File: src/sps_pkg.sv
/*
 * Shared constants and types of the serial port two-wire slave:
 * register byte offsets, reset values, mode and debounce codes,
 * register field layouts and the bus engine states.
 * Assumes a 32-bit Avalon-MM slave with byte addresses, one word per register.
 */
package sps_pkg;

	// ==========================================================================
	// register byte offsets
	localparam logic [4:0] OFS_CTRL0    = 5'h00;
	localparam logic [4:0] OFS_CTRL1    = 5'h04;
	localparam logic [4:0] OFS_DATA     = 5'h08;
	localparam logic [4:0] OFS_ADDR     = 5'h0C;
	localparam logic [4:0] OFS_TOC      = 5'h10;
	localparam logic [4:0] OFS_IRQ_ST   = 5'h14;
	localparam logic [4:0] OFS_IRQ_MASK = 5'h18;

	// ==========================================================================
	// values after reset
	localparam logic [7:0] CTRL0_RST    = 8'hE0;
	localparam logic       HCF_RST      = 1'b1;
	localparam logic       RXAK_RST     = 1'b1;
	localparam logic [2:0] SWBITS_RST   = 3'h0;
	localparam logic [7:0] ADDR_RST     = 8'h00;
	localparam logic [7:0] SPI2_RST     = 8'h00;
	localparam logic [7:0] TOC_RST      = 8'h00;
	localparam logic [3:0] IRQ_RST      = 4'h0;

	// ==========================================================================
	// mode codes, debounce codes and lengths in system clocks
	localparam logic [2:0] MODE_SPI_SLAVE = 3'h5;
	localparam logic [2:0] MODE_I2C_SLAVE = 3'h6;
	localparam logic [2:0] MODE_UNUSED    = 3'h7;
	localparam logic [1:0] DEB_SEL_NONE   = 2'h0;
	localparam logic [1:0] DEB_SEL_2      = 2'h1;
	localparam logic [2:0] DEB_LEN_NONE   = 3'h0;
	localparam logic [2:0] DEB_LEN_2      = 3'h2;
	localparam logic [2:0] DEB_LEN_4      = 3'h4;

	// ==========================================================================
	// field positions
	localparam int WRITE_COLLISION_FLAG_BIT  = 1;
	localparam int IRQ_BYTE  = 0;
	localparam int IRQ_MATCH = 1;
	localparam int IRQ_WRITE_COLLISION_FLAG  = 2;
	localparam int IRQ_STOP  = 3;
	localparam logic [2:0] LAST_BIT = 3'h7;

	// ==========================================================================
	// register layouts and engine states
	typedef struct packed {
		logic [2:0] port_mode_select;
		logic       rsvd;
		logic [1:0] debounce_select;
		logic       port_enable;
		logic       spi_incomplete;
	} sps_ctrl0_t;

	typedef struct packed {
		logic hcf;
		logic address_match_flag;
		logic hbb;
		logic htx;
		logic txak;
		logic srw;
		logic iamwu;
		logic rxak;
	} sps_ctrl1_t;

	typedef enum logic [2:0] {
		ST_IDLE, ST_ADDR, ST_ADDR_ACK, ST_RX, ST_RX_ACK, ST_TX, ST_TX_ACK, ST_IGNORE
	} sps_state_t;

endpackage

File: src/sps_i2c_slave.sv
/*
 * Two-wire slave function of a shared serial port: register file on
 * Avalon-MM, scl debounce, start/stop detection, address compare,
 * slave receive and slave transmit, collision flag and interrupt.
 * Assumes pins pass through open-drain pads with external pull-ups and
 * that the remote master runs the bus clock; no clock stretching.
 */
// Decided for this implementation: the register addresses and the Avalon-MM register port.
// Operation
// data write during a transfer sets collision flag and is dropped
// collision flag set by hardware only; software clears it
// bus lines are open drain: pull low or release, never drive high
// no chip select; the slave is chosen by the transmitted address
// slave only, supporting slave transmit and slave receive
// optional scl glitch filter of none, 2 or 4 system clocks
// standard mode needs system clock above 2, 4, 8 MHz per filter
// fast mode needs system clock above 5, 10, 20 MHz per filter
// one shared data register holds bytes to send and received bytes
// data register is eight bits read/write with no reset value
// address register holds address in bits 7..1, bit 0 plain storage
// slave is selected when the received address equals its own
// address register shares its location with spi control 2
// control 0 enable and mode, control 1 flags, separate time-out register
// mode 101 spi slave, 110 two-wire slave, 111 unused
// debounce code 00 none, 01 two clocks, 1x four clocks
// address match flag high on match, low on mismatch
// port enable off leaves the bus pins idle and the interface inactive
// scl change accepted only after stable for the filter length
`timescale 1ns/1ns
module sps_i2c_slave (
	// clock and reset
	input  wire logic        clk,
	input  wire logic        rst_b,
	// avalon-mm register slave
	input  wire logic [4:0]  avs_address,
	input  wire logic        avs_read,
	input  wire logic        avs_write,
	input  wire logic [31:0] avs_writedata,
	output logic      [31:0] avs_readdata,
	output logic             avs_waitrequest,
	// interrupt
	output logic             irq,
	// two-wire bus pins, enables active low
	input  wire logic        scl_i,
	output logic             scl_o,
	output logic             scl_oe_n,
	input  wire logic        sda_i,
	output logic             sda_o,
	output logic             sda_oe_n
);

	// ==========================================================================
	// declarations
	sps_pkg::sps_ctrl0_t ctrl0_q;
	sps_pkg::sps_state_t state_q;
	logic       ack_q, req, wr_acc;
	logic [2:0] swbits_q;
	logic       hcf_q, address_match_flag_q, hbb_q, srw_q, rxak_q, write_collision_flag_q;
	logic [7:0] data_q, addr_q, spi2_q, toc_q, shift_q, rd_mux;
	logic [3:0] irq_st_q, irq_mask_q, irq_ev;
	logic       scl_m_q, scl_s_q, sda_m_q, sda_s_q, sda_p_q;
	logic       scl_f_q, scl_fp_q, scl_rise, scl_fall, scl_hi;
	logic [2:0] deb_cnt_q, deb_len, bit_q;
	logic       start_ev, stop_ev, i2c_on, addr_last, match_ev, rx_done, tx_done;
	logic       phase_q, sda_low_q, busy, write_collision_flag_ev;
	logic [7:0] shift_in;

	// ==========================================================================
	// avalon slave: one wait state, readdata registered
	assign req             = avs_read | avs_write;
	assign avs_waitrequest = req & ~ack_q;
	assign wr_acc          = avs_write & ack_q;

	always_ff @(posedge clk or negedge rst_b) begin
		if (!rst_b) begin
			ack_q        <= 1'b0;
			avs_readdata <= 32'h0000_0000;
		end else begin
			ack_q <= req & ~ack_q;
			if (avs_read & ~ack_q) begin
				avs_readdata <= {24'h00_0000, rd_mux};
			end
		end
	end

	// read mux; unmapped offsets read zero
	always_comb begin
		unique case (avs_address)
			sps_pkg::OFS_CTRL0:    rd_mux = ctrl0_q;
			sps_pkg::OFS_CTRL1:    rd_mux = {hcf_q, address_match_flag_q, hbb_q, swbits_q[2:1], srw_q,
				swbits_q[0], rxak_q};
			sps_pkg::OFS_DATA:     rd_mux = data_q;
			// spi view shows the live collision flag in bit 1
			sps_pkg::OFS_ADDR:     rd_mux = (ctrl0_q.port_mode_select == sps_pkg::MODE_I2C_SLAVE)
				? addr_q : {spi2_q[7:2], write_collision_flag_q, spi2_q[0]};
			sps_pkg::OFS_TOC:      rd_mux = toc_q;
			sps_pkg::OFS_IRQ_ST:   rd_mux = {4'h0, irq_st_q};
			sps_pkg::OFS_IRQ_MASK: rd_mux = {4'h0, irq_mask_q};
			default:               rd_mux = 8'h00;
		endcase
	end

	// ==========================================================================
	// software registers
	always_ff @(posedge clk or negedge rst_b) begin
		if (!rst_b) begin
			ctrl0_q    <= sps_pkg::CTRL0_RST;
			swbits_q   <= sps_pkg::SWBITS_RST;
			toc_q      <= sps_pkg::TOC_RST;
			irq_mask_q <= sps_pkg::IRQ_RST;
		end else if (wr_acc) begin
			if (avs_address == sps_pkg::OFS_CTRL0) begin
				ctrl0_q      <= avs_writedata[7:0];
				ctrl0_q.rsvd <= 1'b0;
			end
			if (avs_address == sps_pkg::OFS_CTRL1) begin
				swbits_q <= {avs_writedata[4:3], avs_writedata[1]};
			end
			if (avs_address == sps_pkg::OFS_TOC) begin
				toc_q <= avs_writedata[7:0];
			end
			if (avs_address == sps_pkg::OFS_IRQ_MASK) begin
				irq_mask_q <= avs_writedata[3:0];
			end
		end
	end

	// own address and spi control 2 share one location, picked by mode
	always_ff @(posedge clk or negedge rst_b) begin
		if (!rst_b) begin
			addr_q <= sps_pkg::ADDR_RST;
			spi2_q <= sps_pkg::SPI2_RST;
		end else if (wr_acc && avs_address == sps_pkg::OFS_ADDR) begin
			if (ctrl0_q.port_mode_select == sps_pkg::MODE_I2C_SLAVE) begin
				addr_q <= avs_writedata[7:0];
			end else begin
				spi2_q <= avs_writedata[7:0];
			end
		end
	end

	// collision flag: set wins over a software clear in the same cycle
	assign busy    = i2c_on & (state_q == sps_pkg::ST_RX || state_q == sps_pkg::ST_TX
		|| state_q == sps_pkg::ST_ADDR) & (bit_q != 3'h0);
	assign write_collision_flag_ev = wr_acc & (avs_address == sps_pkg::OFS_DATA) & busy;
	always_ff @(posedge clk or negedge rst_b) begin
		if (!rst_b) begin
			write_collision_flag_q <= 1'b0;
		end else if (write_collision_flag_ev) begin
			write_collision_flag_q <= 1'b1;
		end else if (wr_acc && avs_address == sps_pkg::OFS_ADDR
			&& ctrl0_q.port_mode_select != sps_pkg::MODE_I2C_SLAVE) begin
			write_collision_flag_q <= avs_writedata[sps_pkg::WRITE_COLLISION_FLAG_BIT] & write_collision_flag_q;
		end
	end

	// data register has no reset; received byte beats a late software write
	always_ff @(posedge clk) begin
		if (rx_done) begin
			data_q <= shift_in;
		end else if (wr_acc && avs_address == sps_pkg::OFS_DATA && !busy) begin
			data_q <= avs_writedata[7:0];
		end
	end

	// ==========================================================================
	// pin synchronisers and scl filter
	always_ff @(posedge clk or negedge rst_b) begin
		if (!rst_b) begin
			scl_m_q <= 1'b1;
			scl_s_q <= 1'b1;
			sda_m_q <= 1'b1;
			sda_s_q <= 1'b1;
			sda_p_q <= 1'b1;
		end else begin
			scl_m_q <= scl_i;
			scl_s_q <= scl_m_q;
			sda_m_q <= sda_i;
			sda_s_q <= sda_m_q;
			sda_p_q <= sda_s_q;
		end
	end

	// upper code bit alone selects the longest filter
	always_comb begin
		if (ctrl0_q.debounce_select[1]) begin
			deb_len = sps_pkg::DEB_LEN_4;
		end else if (ctrl0_q.debounce_select == sps_pkg::DEB_SEL_2) begin
			deb_len = sps_pkg::DEB_LEN_2;
		end else begin
			deb_len = sps_pkg::DEB_LEN_NONE;
		end
	end

	// a glitch shorter than the filter restarts the count and is dropped
	always_ff @(posedge clk or negedge rst_b) begin
		if (!rst_b) begin
			deb_cnt_q <= 3'h0;
			scl_f_q   <= 1'b1;
			scl_fp_q  <= 1'b1;
		end else begin
			scl_fp_q <= scl_f_q;
			if (scl_s_q == scl_f_q) begin
				deb_cnt_q <= 3'h0;
			end else if (3'(deb_cnt_q + 3'h1) >= deb_len) begin
				scl_f_q   <= scl_s_q;
				deb_cnt_q <= 3'h0;
			end else begin
				deb_cnt_q <= 3'(deb_cnt_q + 3'h1);
			end
		end
	end

	// start/stop only when raw and filtered scl agree high, else filter lag
	// would turn a data change just after scl falls into a false condition
	assign scl_rise  = scl_f_q & ~scl_fp_q;
	assign scl_fall  = ~scl_f_q & scl_fp_q;
	assign scl_hi    = scl_f_q & scl_s_q;
	assign i2c_on    = ctrl0_q.port_enable
		& (ctrl0_q.port_mode_select == sps_pkg::MODE_I2C_SLAVE);
	assign start_ev  = i2c_on & scl_hi & sda_p_q & ~sda_s_q;
	assign stop_ev   = i2c_on & scl_hi & ~sda_p_q & sda_s_q;
	assign shift_in  = {shift_q[6:0], sda_s_q};
	assign addr_last = i2c_on & (state_q == sps_pkg::ST_ADDR) & scl_rise & (bit_q == sps_pkg::LAST_BIT);
	assign match_ev  = addr_last & (shift_in[7:1] == addr_q[7:1]);
	assign rx_done   = i2c_on & (state_q == sps_pkg::ST_RX) & scl_rise & (bit_q == sps_pkg::LAST_BIT);
	assign tx_done   = i2c_on & (state_q == sps_pkg::ST_TX) & scl_rise & (bit_q == sps_pkg::LAST_BIT);

	// ==========================================================================
	// bus engine: address phase, slave receive, slave transmit
	always_ff @(posedge clk or negedge rst_b) begin
		if (!rst_b) begin
			state_q   <= sps_pkg::ST_IDLE;
			bit_q     <= 3'h0;
			shift_q   <= 8'h00;
			phase_q   <= 1'b0;
			sda_low_q <= 1'b0;
			rxak_q    <= sps_pkg::RXAK_RST;
		end else if (!i2c_on) begin
			state_q   <= sps_pkg::ST_IDLE;
			sda_low_q <= 1'b0;
			phase_q   <= 1'b0;
			rxak_q    <= sps_pkg::RXAK_RST;
		end else if (start_ev || stop_ev) begin
			state_q   <= start_ev ? sps_pkg::ST_ADDR : sps_pkg::ST_IDLE;
			bit_q     <= 3'h0;
			phase_q   <= 1'b0;
			sda_low_q <= 1'b0;
		end else begin
			unique case (state_q)
				sps_pkg::ST_IDLE, sps_pkg::ST_IGNORE: begin
					sda_low_q <= 1'b0;
				end
				sps_pkg::ST_ADDR, sps_pkg::ST_RX: begin
					if (scl_rise) begin
						shift_q <= shift_in;
						bit_q   <= 3'(bit_q + 3'h1);
						if (bit_q == sps_pkg::LAST_BIT) begin
							if (state_q == sps_pkg::ST_RX) begin
								state_q <= sps_pkg::ST_RX_ACK;
							end else begin
								state_q <= match_ev ? sps_pkg::ST_ADDR_ACK : sps_pkg::ST_IGNORE;
							end
						end
					end
				end
				sps_pkg::ST_ADDR_ACK, sps_pkg::ST_RX_ACK: begin
					if (scl_fall && !phase_q) begin
						phase_q   <= 1'b1;
						sda_low_q <= (state_q == sps_pkg::ST_ADDR_ACK) | ~swbits_q[1];
					end else if (scl_fall) begin
						phase_q <= 1'b0;
						bit_q   <= 3'h0;
						if (state_q == sps_pkg::ST_ADDR_ACK && srw_q) begin
							state_q   <= sps_pkg::ST_TX;
							shift_q   <= data_q;
							sda_low_q <= ~data_q[7];
						end else begin
							state_q   <= sps_pkg::ST_RX;
							sda_low_q <= 1'b0;
						end
					end
				end
				sps_pkg::ST_TX: begin
					if (scl_rise) begin
						shift_q <= {shift_q[6:0], 1'b0};
						bit_q   <= 3'(bit_q + 3'h1);
						if (bit_q == sps_pkg::LAST_BIT) begin
							state_q <= sps_pkg::ST_TX_ACK;
						end
					end else if (scl_fall) begin
						sda_low_q <= ~shift_q[7];
					end
				end
				sps_pkg::ST_TX_ACK: begin
					if (scl_rise) begin
						phase_q <= 1'b1;
						rxak_q  <= sda_s_q;
					end else if (scl_fall && !phase_q) begin
						sda_low_q <= 1'b0;
					end else if (scl_fall) begin
						phase_q <= 1'b0;
						bit_q   <= 3'h0;
						if (!rxak_q) begin
							state_q   <= sps_pkg::ST_TX;
							shift_q   <= data_q;
							sda_low_q <= ~data_q[7];
						end else begin
							state_q   <= sps_pkg::ST_IGNORE;
							sda_low_q <= 1'b0;
						end
					end
				end
			endcase
		end
	end

	// ==========================================================================
	// hardware status flags of control 1
	always_ff @(posedge clk or negedge rst_b) begin
		if (!rst_b) begin
			hcf_q  <= sps_pkg::HCF_RST;
			address_match_flag_q <= 1'b0;
			hbb_q  <= 1'b0;
			srw_q  <= 1'b0;
		end else if (!i2c_on) begin
			hcf_q  <= sps_pkg::HCF_RST;
			address_match_flag_q <= 1'b0;
			hbb_q  <= 1'b0;
			srw_q  <= 1'b0;
		end else begin
			if (start_ev) begin
				hbb_q <= 1'b1;
			end else if (stop_ev) begin
				hbb_q <= 1'b0;
			end
			if (addr_last) begin
				address_match_flag_q <= match_ev;
			end
			if (match_ev) begin
				srw_q <= shift_in[0];
			end
			if (match_ev || rx_done || tx_done) begin
				hcf_q <= 1'b1;
			end else if (scl_rise && bit_q == 3'h0 && (state_q == sps_pkg::ST_ADDR
				|| state_q == sps_pkg::ST_RX || state_q == sps_pkg::ST_TX)) begin
				hcf_q <= 1'b0;
			end
		end
	end

	// ==========================================================================
	// interrupt: sticky status, write one to clear, set wins
	assign irq_ev = {stop_ev & hbb_q, write_collision_flag_ev, match_ev, match_ev | rx_done | tx_done};
	always_ff @(posedge clk or negedge rst_b) begin
		if (!rst_b) begin
			irq_st_q <= sps_pkg::IRQ_RST;
		end else if (wr_acc && avs_address == sps_pkg::OFS_IRQ_ST) begin
			irq_st_q <= (irq_st_q & ~avs_writedata[3:0]) | irq_ev;
		end else begin
			irq_st_q <= irq_st_q | irq_ev;
		end
	end
	assign irq = |(irq_st_q & irq_mask_q);

	// open drain: level fixed low, only the enable moves; scl is never held
	assign scl_o    = 1'b0;
	assign scl_oe_n = 1'b1;
	assign sda_o    = 1'b0;
	assign sda_oe_n = ~(sda_low_q & i2c_on);
endmodule

File: config.mk
export PLATFORM = sky130hd
export DESIGN_NAME = sps_i2c_slave
export DESIGN_NICKNAME = d
export VERILOG_FILES = /design/src/sps_pkg.sv /design/src/sps_i2c_slave.sv
export SDC_FILE = /design/constraint.sdc
export NUM_CORES = 1
export LEC_CHECK = 0
export BUFFER_PORTS_ARGS = -buffer_cell sky130_fd_sc_hd__buf_2
export CORE_ASPECT_RATIO = 0.7
export CORE_MARGIN = 8
export CORE_UTILIZATION = 40
export CTS_BUF_LIST = sky130_fd_sc_hd__clkbuf_2 sky130_fd_sc_hd__clkbuf_4 sky130_fd_sc_hd__clkbuf_8
export DETAILED_ROUTE_END_ITERATION = 6
export REMOVE_ABC_BUFFERS = 1
export SLEW_MARGIN = 0
export SYNTH_ARGS = -nofsm -noshare
export SYNTH_HDL_FRONTEND = slang
export SYNTH_SLANG_ARGS = --single-unit
File: constraint.sdc
create_clock -name clk -period 2.8 [get_ports clk]
set_input_delay 0.56 -clock clk [delete_from_list [all_inputs] [get_ports clk]]
set_output_delay 0.56 -clock clk [all_outputs]
set_load 0.05 [all_outputs]
After elaboration in Yosys (flattened, before gate mapping)
Cells that the tools add are included.
{"block": "classes", "order_cmp": 1, "add_sub_neg": 2, "n_bitwise": 50, "reduce_logical": 44, "div_mod_pow": 0, "n_eq_ne": 54, "n_shift": 0, "n_mux": 77, "multipliers": 0}
{"op": "$mux W8", "n": 12}
{"op": "$mux W3", "n": 22}
{"op": "$pmux W8 S7", "n": 1}
{"op": "$mux W1", "n": 34}
{"op": "$pmux W8 S4", "n": 1}
{"op": "$and A1 B1 Y1", "n": 29}
{"op": "$ne A4 B4 Y1 const B", "n": 7}
{"op": "$ne A2 B2 Y1 const B", "n": 11}
{"op": "$eq A3 B3 Y1 const B", "n": 6}
{"op": "$ne A4 B3 Y1 const B", "n": 4}
{"op": "$reduce_and A2 Y1", "n": 8}
{"op": "$eq A5 B5 Y1 const B", "n": 3}
{"op": "$ne A5 B5 Y1 const B", "n": 3}
{"op": "$ne A6 B1 Y1 const B", "n": 2}
{"op": "$not A1 Y1", "n": 12}
{"op": "$pmux W3 S4", "n": 1}
{"op": "$reduce_and A12 Y1", "n": 1}
{"op": "$eq A5 B4 Y1 const B", "n": 2}
{"op": "$reduce_and A10 Y1", "n": 1}
{"op": "$logic_and A1 B1 Y1", "n": 9}
{"op": "$ne A3 B3 Y1 const B", "n": 3}
{"op": "$pmux W3 S3", "n": 1}
{"op": "$and A4 B4 Y4", "n": 2}
{"op": "$or A4 B4 Y4", "n": 2}
{"op": "30 further kinds", "n": 51}
{"block": "word_totals", "inputBits": 43, "reg_bits": 91, "latch_bits": 0, "out_inout_bits": 38, "ramBits": 0, "mem_count": 0, "mem_bits_ro": 0}

Logic depth before layout (Yosys ltp)
{"block": "depth", "ltp_word": 13, "ltp_mapped": 8}

Least setup slack after synthesis
OpenSTA, ideal clock, no wires.
{"block": "synth_path", "kind": "register -> register", "from": "reg bit_q[0]", "to": "reg data_q[0], data pin", "setup_ns": 0.260, "setup_slack_ns": 0.893, "path_stages_with_launch": 6, "path_buffers": 0, "required_time_ns": 2.540, "t_arrival_ns": 1.647, "path_cell_list": "dfrtp_1 ha_1 ha_1 nand3b_1 nor4_4 mux2_2"}
{"block": "synth_via", "elab_chain_cells": 3}
{"item": "from (decl)", "line_no": "sps_i2c_slave.sv:63", "text": "logic [2:0] deb_cnt_q, deb_len, bit_q;"}
{"item": "from (signal assigned)", "line_no": "sps_i2c_slave.sv:257", "text": "bit_q <= 3'(bit_q + 3'h1);"}
{"item": "from (signal assigned)", "line_no": "sps_i2c_slave.sv:287", "text": "bit_q <= 3'(bit_q + 3'h1);"}
{"item": "$eq A3 B3 Y1", "line_no": "sps_i2c_slave.sv:226", "text": "assign rx_done = i2c_on & (state_q == sps_pkg::ST_RX) & scl_rise & (bit_q == sps_pkg::LAST_BIT);"}
{"item": "$and A1 B1 Y1", "line_no": "sps_i2c_slave.sv:226"}
{"item": "$mux W8", "line_no": "sps_i2c_slave.sv:159", "text": "if (rx_done) begin"}
{"item": "to (signal assigned)", "line_no": "sps_i2c_slave.sv:160", "text": "data_q <= shift_in;"}
{"item": "to (signal assigned)", "line_no": "sps_i2c_slave.sv:162", "text": "data_q <= avs_writedata[7:0];"}
{"item": "to (decl)", "line_no": "sps_i2c_slave.sv:59", "text": "logic [7:0] data_q, addr_q, spi2_q, toc_q, shift_q, rd_mux;"}
Every way passes these cells.
A chain may end at the register's enable or synchronous reset.

Worst setup path after layout
{"block": "layout_path", "from": "reg ctrl0_q[6] in the netlist's numbering", "to": "out sda_oe_n"}
{"block": "layout_via", "elab_chain_cells": 4}
{"item": "from (decl)", "line_no": "sps_i2c_slave.sv:54", "text": "sps_pkg::sps_ctrl0_t ctrl0_q;"}
{"item": "from (signal assigned)", "line_no": "sps_i2c_slave.sv:107", "text": "ctrl0_q <= sps_pkg::CTRL0_RST;"}
{"item": "from (signal assigned)", "line_no": "sps_i2c_slave.sv:113", "text": "ctrl0_q <= avs_writedata[7:0];"}
{"item": "$eq A3 B3 Y1", "line_no": "sps_i2c_slave.sv:220", "text": "& (ctrl0_q.port_mode_select == sps_pkg::MODE_I2C_SLAVE);"}
{"item": "$and A1 B1 Y1", "line_no": "sps_i2c_slave.sv:220"}
{"item": "$and A1 B1 Y1", "line_no": "sps_i2c_slave.sv:370", "text": "assign sda_oe_n = ~(sda_low_q & i2c_on);"}
{"item": "$not A1 Y1", "line_no": "sps_i2c_slave.sv:370"}
{"item": "to (decl)", "line_no": "sps_i2c_slave.sv:49", "text": "output logic sda_oe_n"}
Every way passes these cells.

==> flow_metrics.tcl <==
set metrics [dict create \
    nNetsFinal 509 \
    synth_cell_types 63 \
    end_kind "output port" \
    power_switching_uw 851 \
    utilization 0.449 \
    port_buffers 29 \
    clkLatencyLatePin_ps 360 \
    reg2reg_from "bit_q[0]" \
    critical_path_buf_inv_count 1 \
    finalPower_uw 2960 \
    netlist_area_um2 4850 \
    drive_gt1_frac 0.310 \
    drtIter0Drc 241 \
    met3_usage 0.0401 \
    fin_skew_ps 10.8 \
    via_per_inst 5.44 \
    cts-root-buf "clkbuf_8" \
    grt_pass1_wl_um 18800 \
    synth_compound_area_frac 0.124 \
    design.die.area_um2 16000 \
    synthAdderAreaFrac 0.0181 \
    grt_max_degree 48 \
    cts_setup_buffers 0 \
    syn_area_per_cell_um2 11.3 \
    slowest_delay_ps 590 \
    yosysTopAreaCell "dfrtp_1" \
    synthCells 428 \
    yosys-top-cells-area "dfrtp_1, mux2_2, dfstp_2" \
    vias 3377 \
    gr-max-usage-layer "met1" \
    cts_buffers 9 \
    ant_nets 0 \
    fin_tns_setup_ps 0 \
    synth_edf_count 8 \
    setup.worst_path.class "flip-flop to output port" \
    setup_viol 0 \
    fmax_ghz 0.400 \
    rr_worst_depth 5 \
    power.share.sequential 0.513 \
    p_sw_frac 0.287 \
    cp_max_fo 8 \
    antenna_found_initial 0 \
    grt_pass1_vias 3411 \
    relSlewSlack 0.528 \
    crit_chain "nand3b_1 -> nor2_2 -> nand2_1 -> buf_2" \
    synthArstFlopShare 0.911 \
    crit_path_start_kind "flip-flop" \
    grt_overflow_total 0 \
    path_delay_family "simple AND/OR/NAND/NOR gates" \
    pre_cts_ws_ps 514 \
    place_congestion 0.835 \
    hold_viol_final 0 \
    cts_tree "built" \
    ys_ff_latch 90 \
    multi_input_area_um2 2320 \
    power_frac_comb 0.161 \
    rows 33 \
    grtUsageMet2 0.218 \
    post-route-period-util 0.893 \
    ys_warn_count 0 \
    rsz0062_at_grt "no" \
    start_util 0.412 \
    die_w_um 148 \
    diodes 0 \
    r2r-end "data_q[1]" \
    firstDrtPassIters 5 \
    cts.clk_slew.worst_paths_ps 90 \
    ios 81 \
    synth-seq-area-share 0.476 \
    synth_top_cells_by_count "dfrtp_1, mux2_2, nand2_1, buf_4" \
    min_path_type "input port to async pin" \
    synth_top_area_share 0.361 \
    register_area_um2 2310 \
    cp.arrival_ps 1940 \
    power.static_leakage_uw 0.00250 \
    max_cap_viol_count 0 \
    area_delta_synth_final_pct 8.95 \
    cp_slowest_cell "dfstp_2" \
    met1_usage 0.223 \
    fillers 1113 \
    power_density_nw_per_um2 561 \
    synthFlopType "dfrtp_1" \
    dpl_cell_area_um2 5070 \
    postCtsHoldBufs 0 \
    die_h_um 108 \
    drv_slew 0 \
    gr-usage-all-layers 0.151 \
    cp.required_ps 2240 \
    ctsResizeCount 0 \
    wl_um 11600 \
    place_hpwl_um 8860 \
    muxShareOfSynthArea 0.170 \
    synth-simple-area-share 0.130 \
    clkPwrFrac 0.326 \
    yosysMostFrequentCell "dfrtp_1" \
    min_period_ps 2500 \
    internal-power_uw 2110 \
    drc 0 \
    status "complete, no violations" \
    worst_slew_pin_slew_ps 703 \
    synth_top_family_by_area "multiplexers" \
    peakVddDrop_mv 0.251 \
    htree_levels 3 \
    final_cell_area_um2 5290 \
    worst-r2r-setup-slack_ps 490 \
    routedWlPerCell_um 18.6 \
    coreArea_um2 11800 \
    setup_slack_ps 300 \
    synth_xor_area_frac 0.0162 \
    clock_sinks 90 \
    clockBufferDepth 2 \
]
power groups by stage:
stage	Sequential, µW	Clock [µW]	Combinational [µW]
final	1520	966	478
after global placement	1540	0	466
after detailed placement	1540	0	475
after global routing	1540	1060	525
after floorplan	1520	0	339
after CTS	1520	996	478
layout make-up:
cell class	count	share of cell area
Clock buffer	11	0.0263
Clock inverter	5	0.0149
Sequential cell	90	0.437
Inverter	11	0.00781
Timing Repair Buffer	36	0.0379
Tap cell	157	0.0372
Multi-Input combinational cell	311	0.439
flip-flops by register name, indices dropped and copies added, names as in the netlist, 3 cells and up:
signal,flops
state_q,3
spi2_q,7
swbits_q,3
avs_readdata,8
ctrl0_q,7
deb_cnt_q,3
toc_q,8
addr_q,8
bit_q,3
shift_q,8
irq_mask_q,4
irq_st_q,4
data_q,8
layout by cell type (no fill, tap or decap), drive strengths merged, types with 12 or more instances in the layout:
master  instances
dfstp          12
dfrtp          70
o21ai          17
a22oi          12
buf            36
a21oi          12
conb           27
nand2          42
mux2           66
nor2           18
worst max path at each step:
stage / startpoint / endpoint / cells past startpoint / slack (ps)
after floorplan: ctrl0_q[7] / sda_oe_n / 3 / 720
after global placement: bit_q[0] / data_q[6] / 5 / 540
after detailed placement: bit_q[0] / data_q[4] / 5 / 510
after CTS: ctrl0_q[6] / sda_oe_n / 4 / 250
after global routing: ctrl0_q[6] / sda_oe_n / 4 / 190
final: ctrl0_q[6] / sda_oe_n / 4 / 300
layer usage:
metal,up-vias,share of wire
met2,106,0.41
met4,0,0.0073
li1,1561,-
met1,1701,0.51
met3,9,0.067
met5,-,0
metrics by stage:
step / hold WS (ps) / cells
floorplan: 264 / 412
detailed placement: 347 / 605
global placement: 347 / 605
CTS: 226 / 621
finish: 221 / 621
global route: 248 / 621
worst register-to-register path, stage by stage, from the launching register on:
cell and delay [ps]:
dfrtp_1 400, ha_1 160, ha_1 190, nand3b_1 210, nor4_4 660, a31o_2 360
cells by family after synthesis:
family          count (synthesis)
mux                            73
fa+ha+maj                       7
simple gates                  115
other cells                     2
xor+xnor                        9
flops                          90
buf+inv                        52
compound gates                 80
Note: power is estimated with default switching activity, not from simulation.
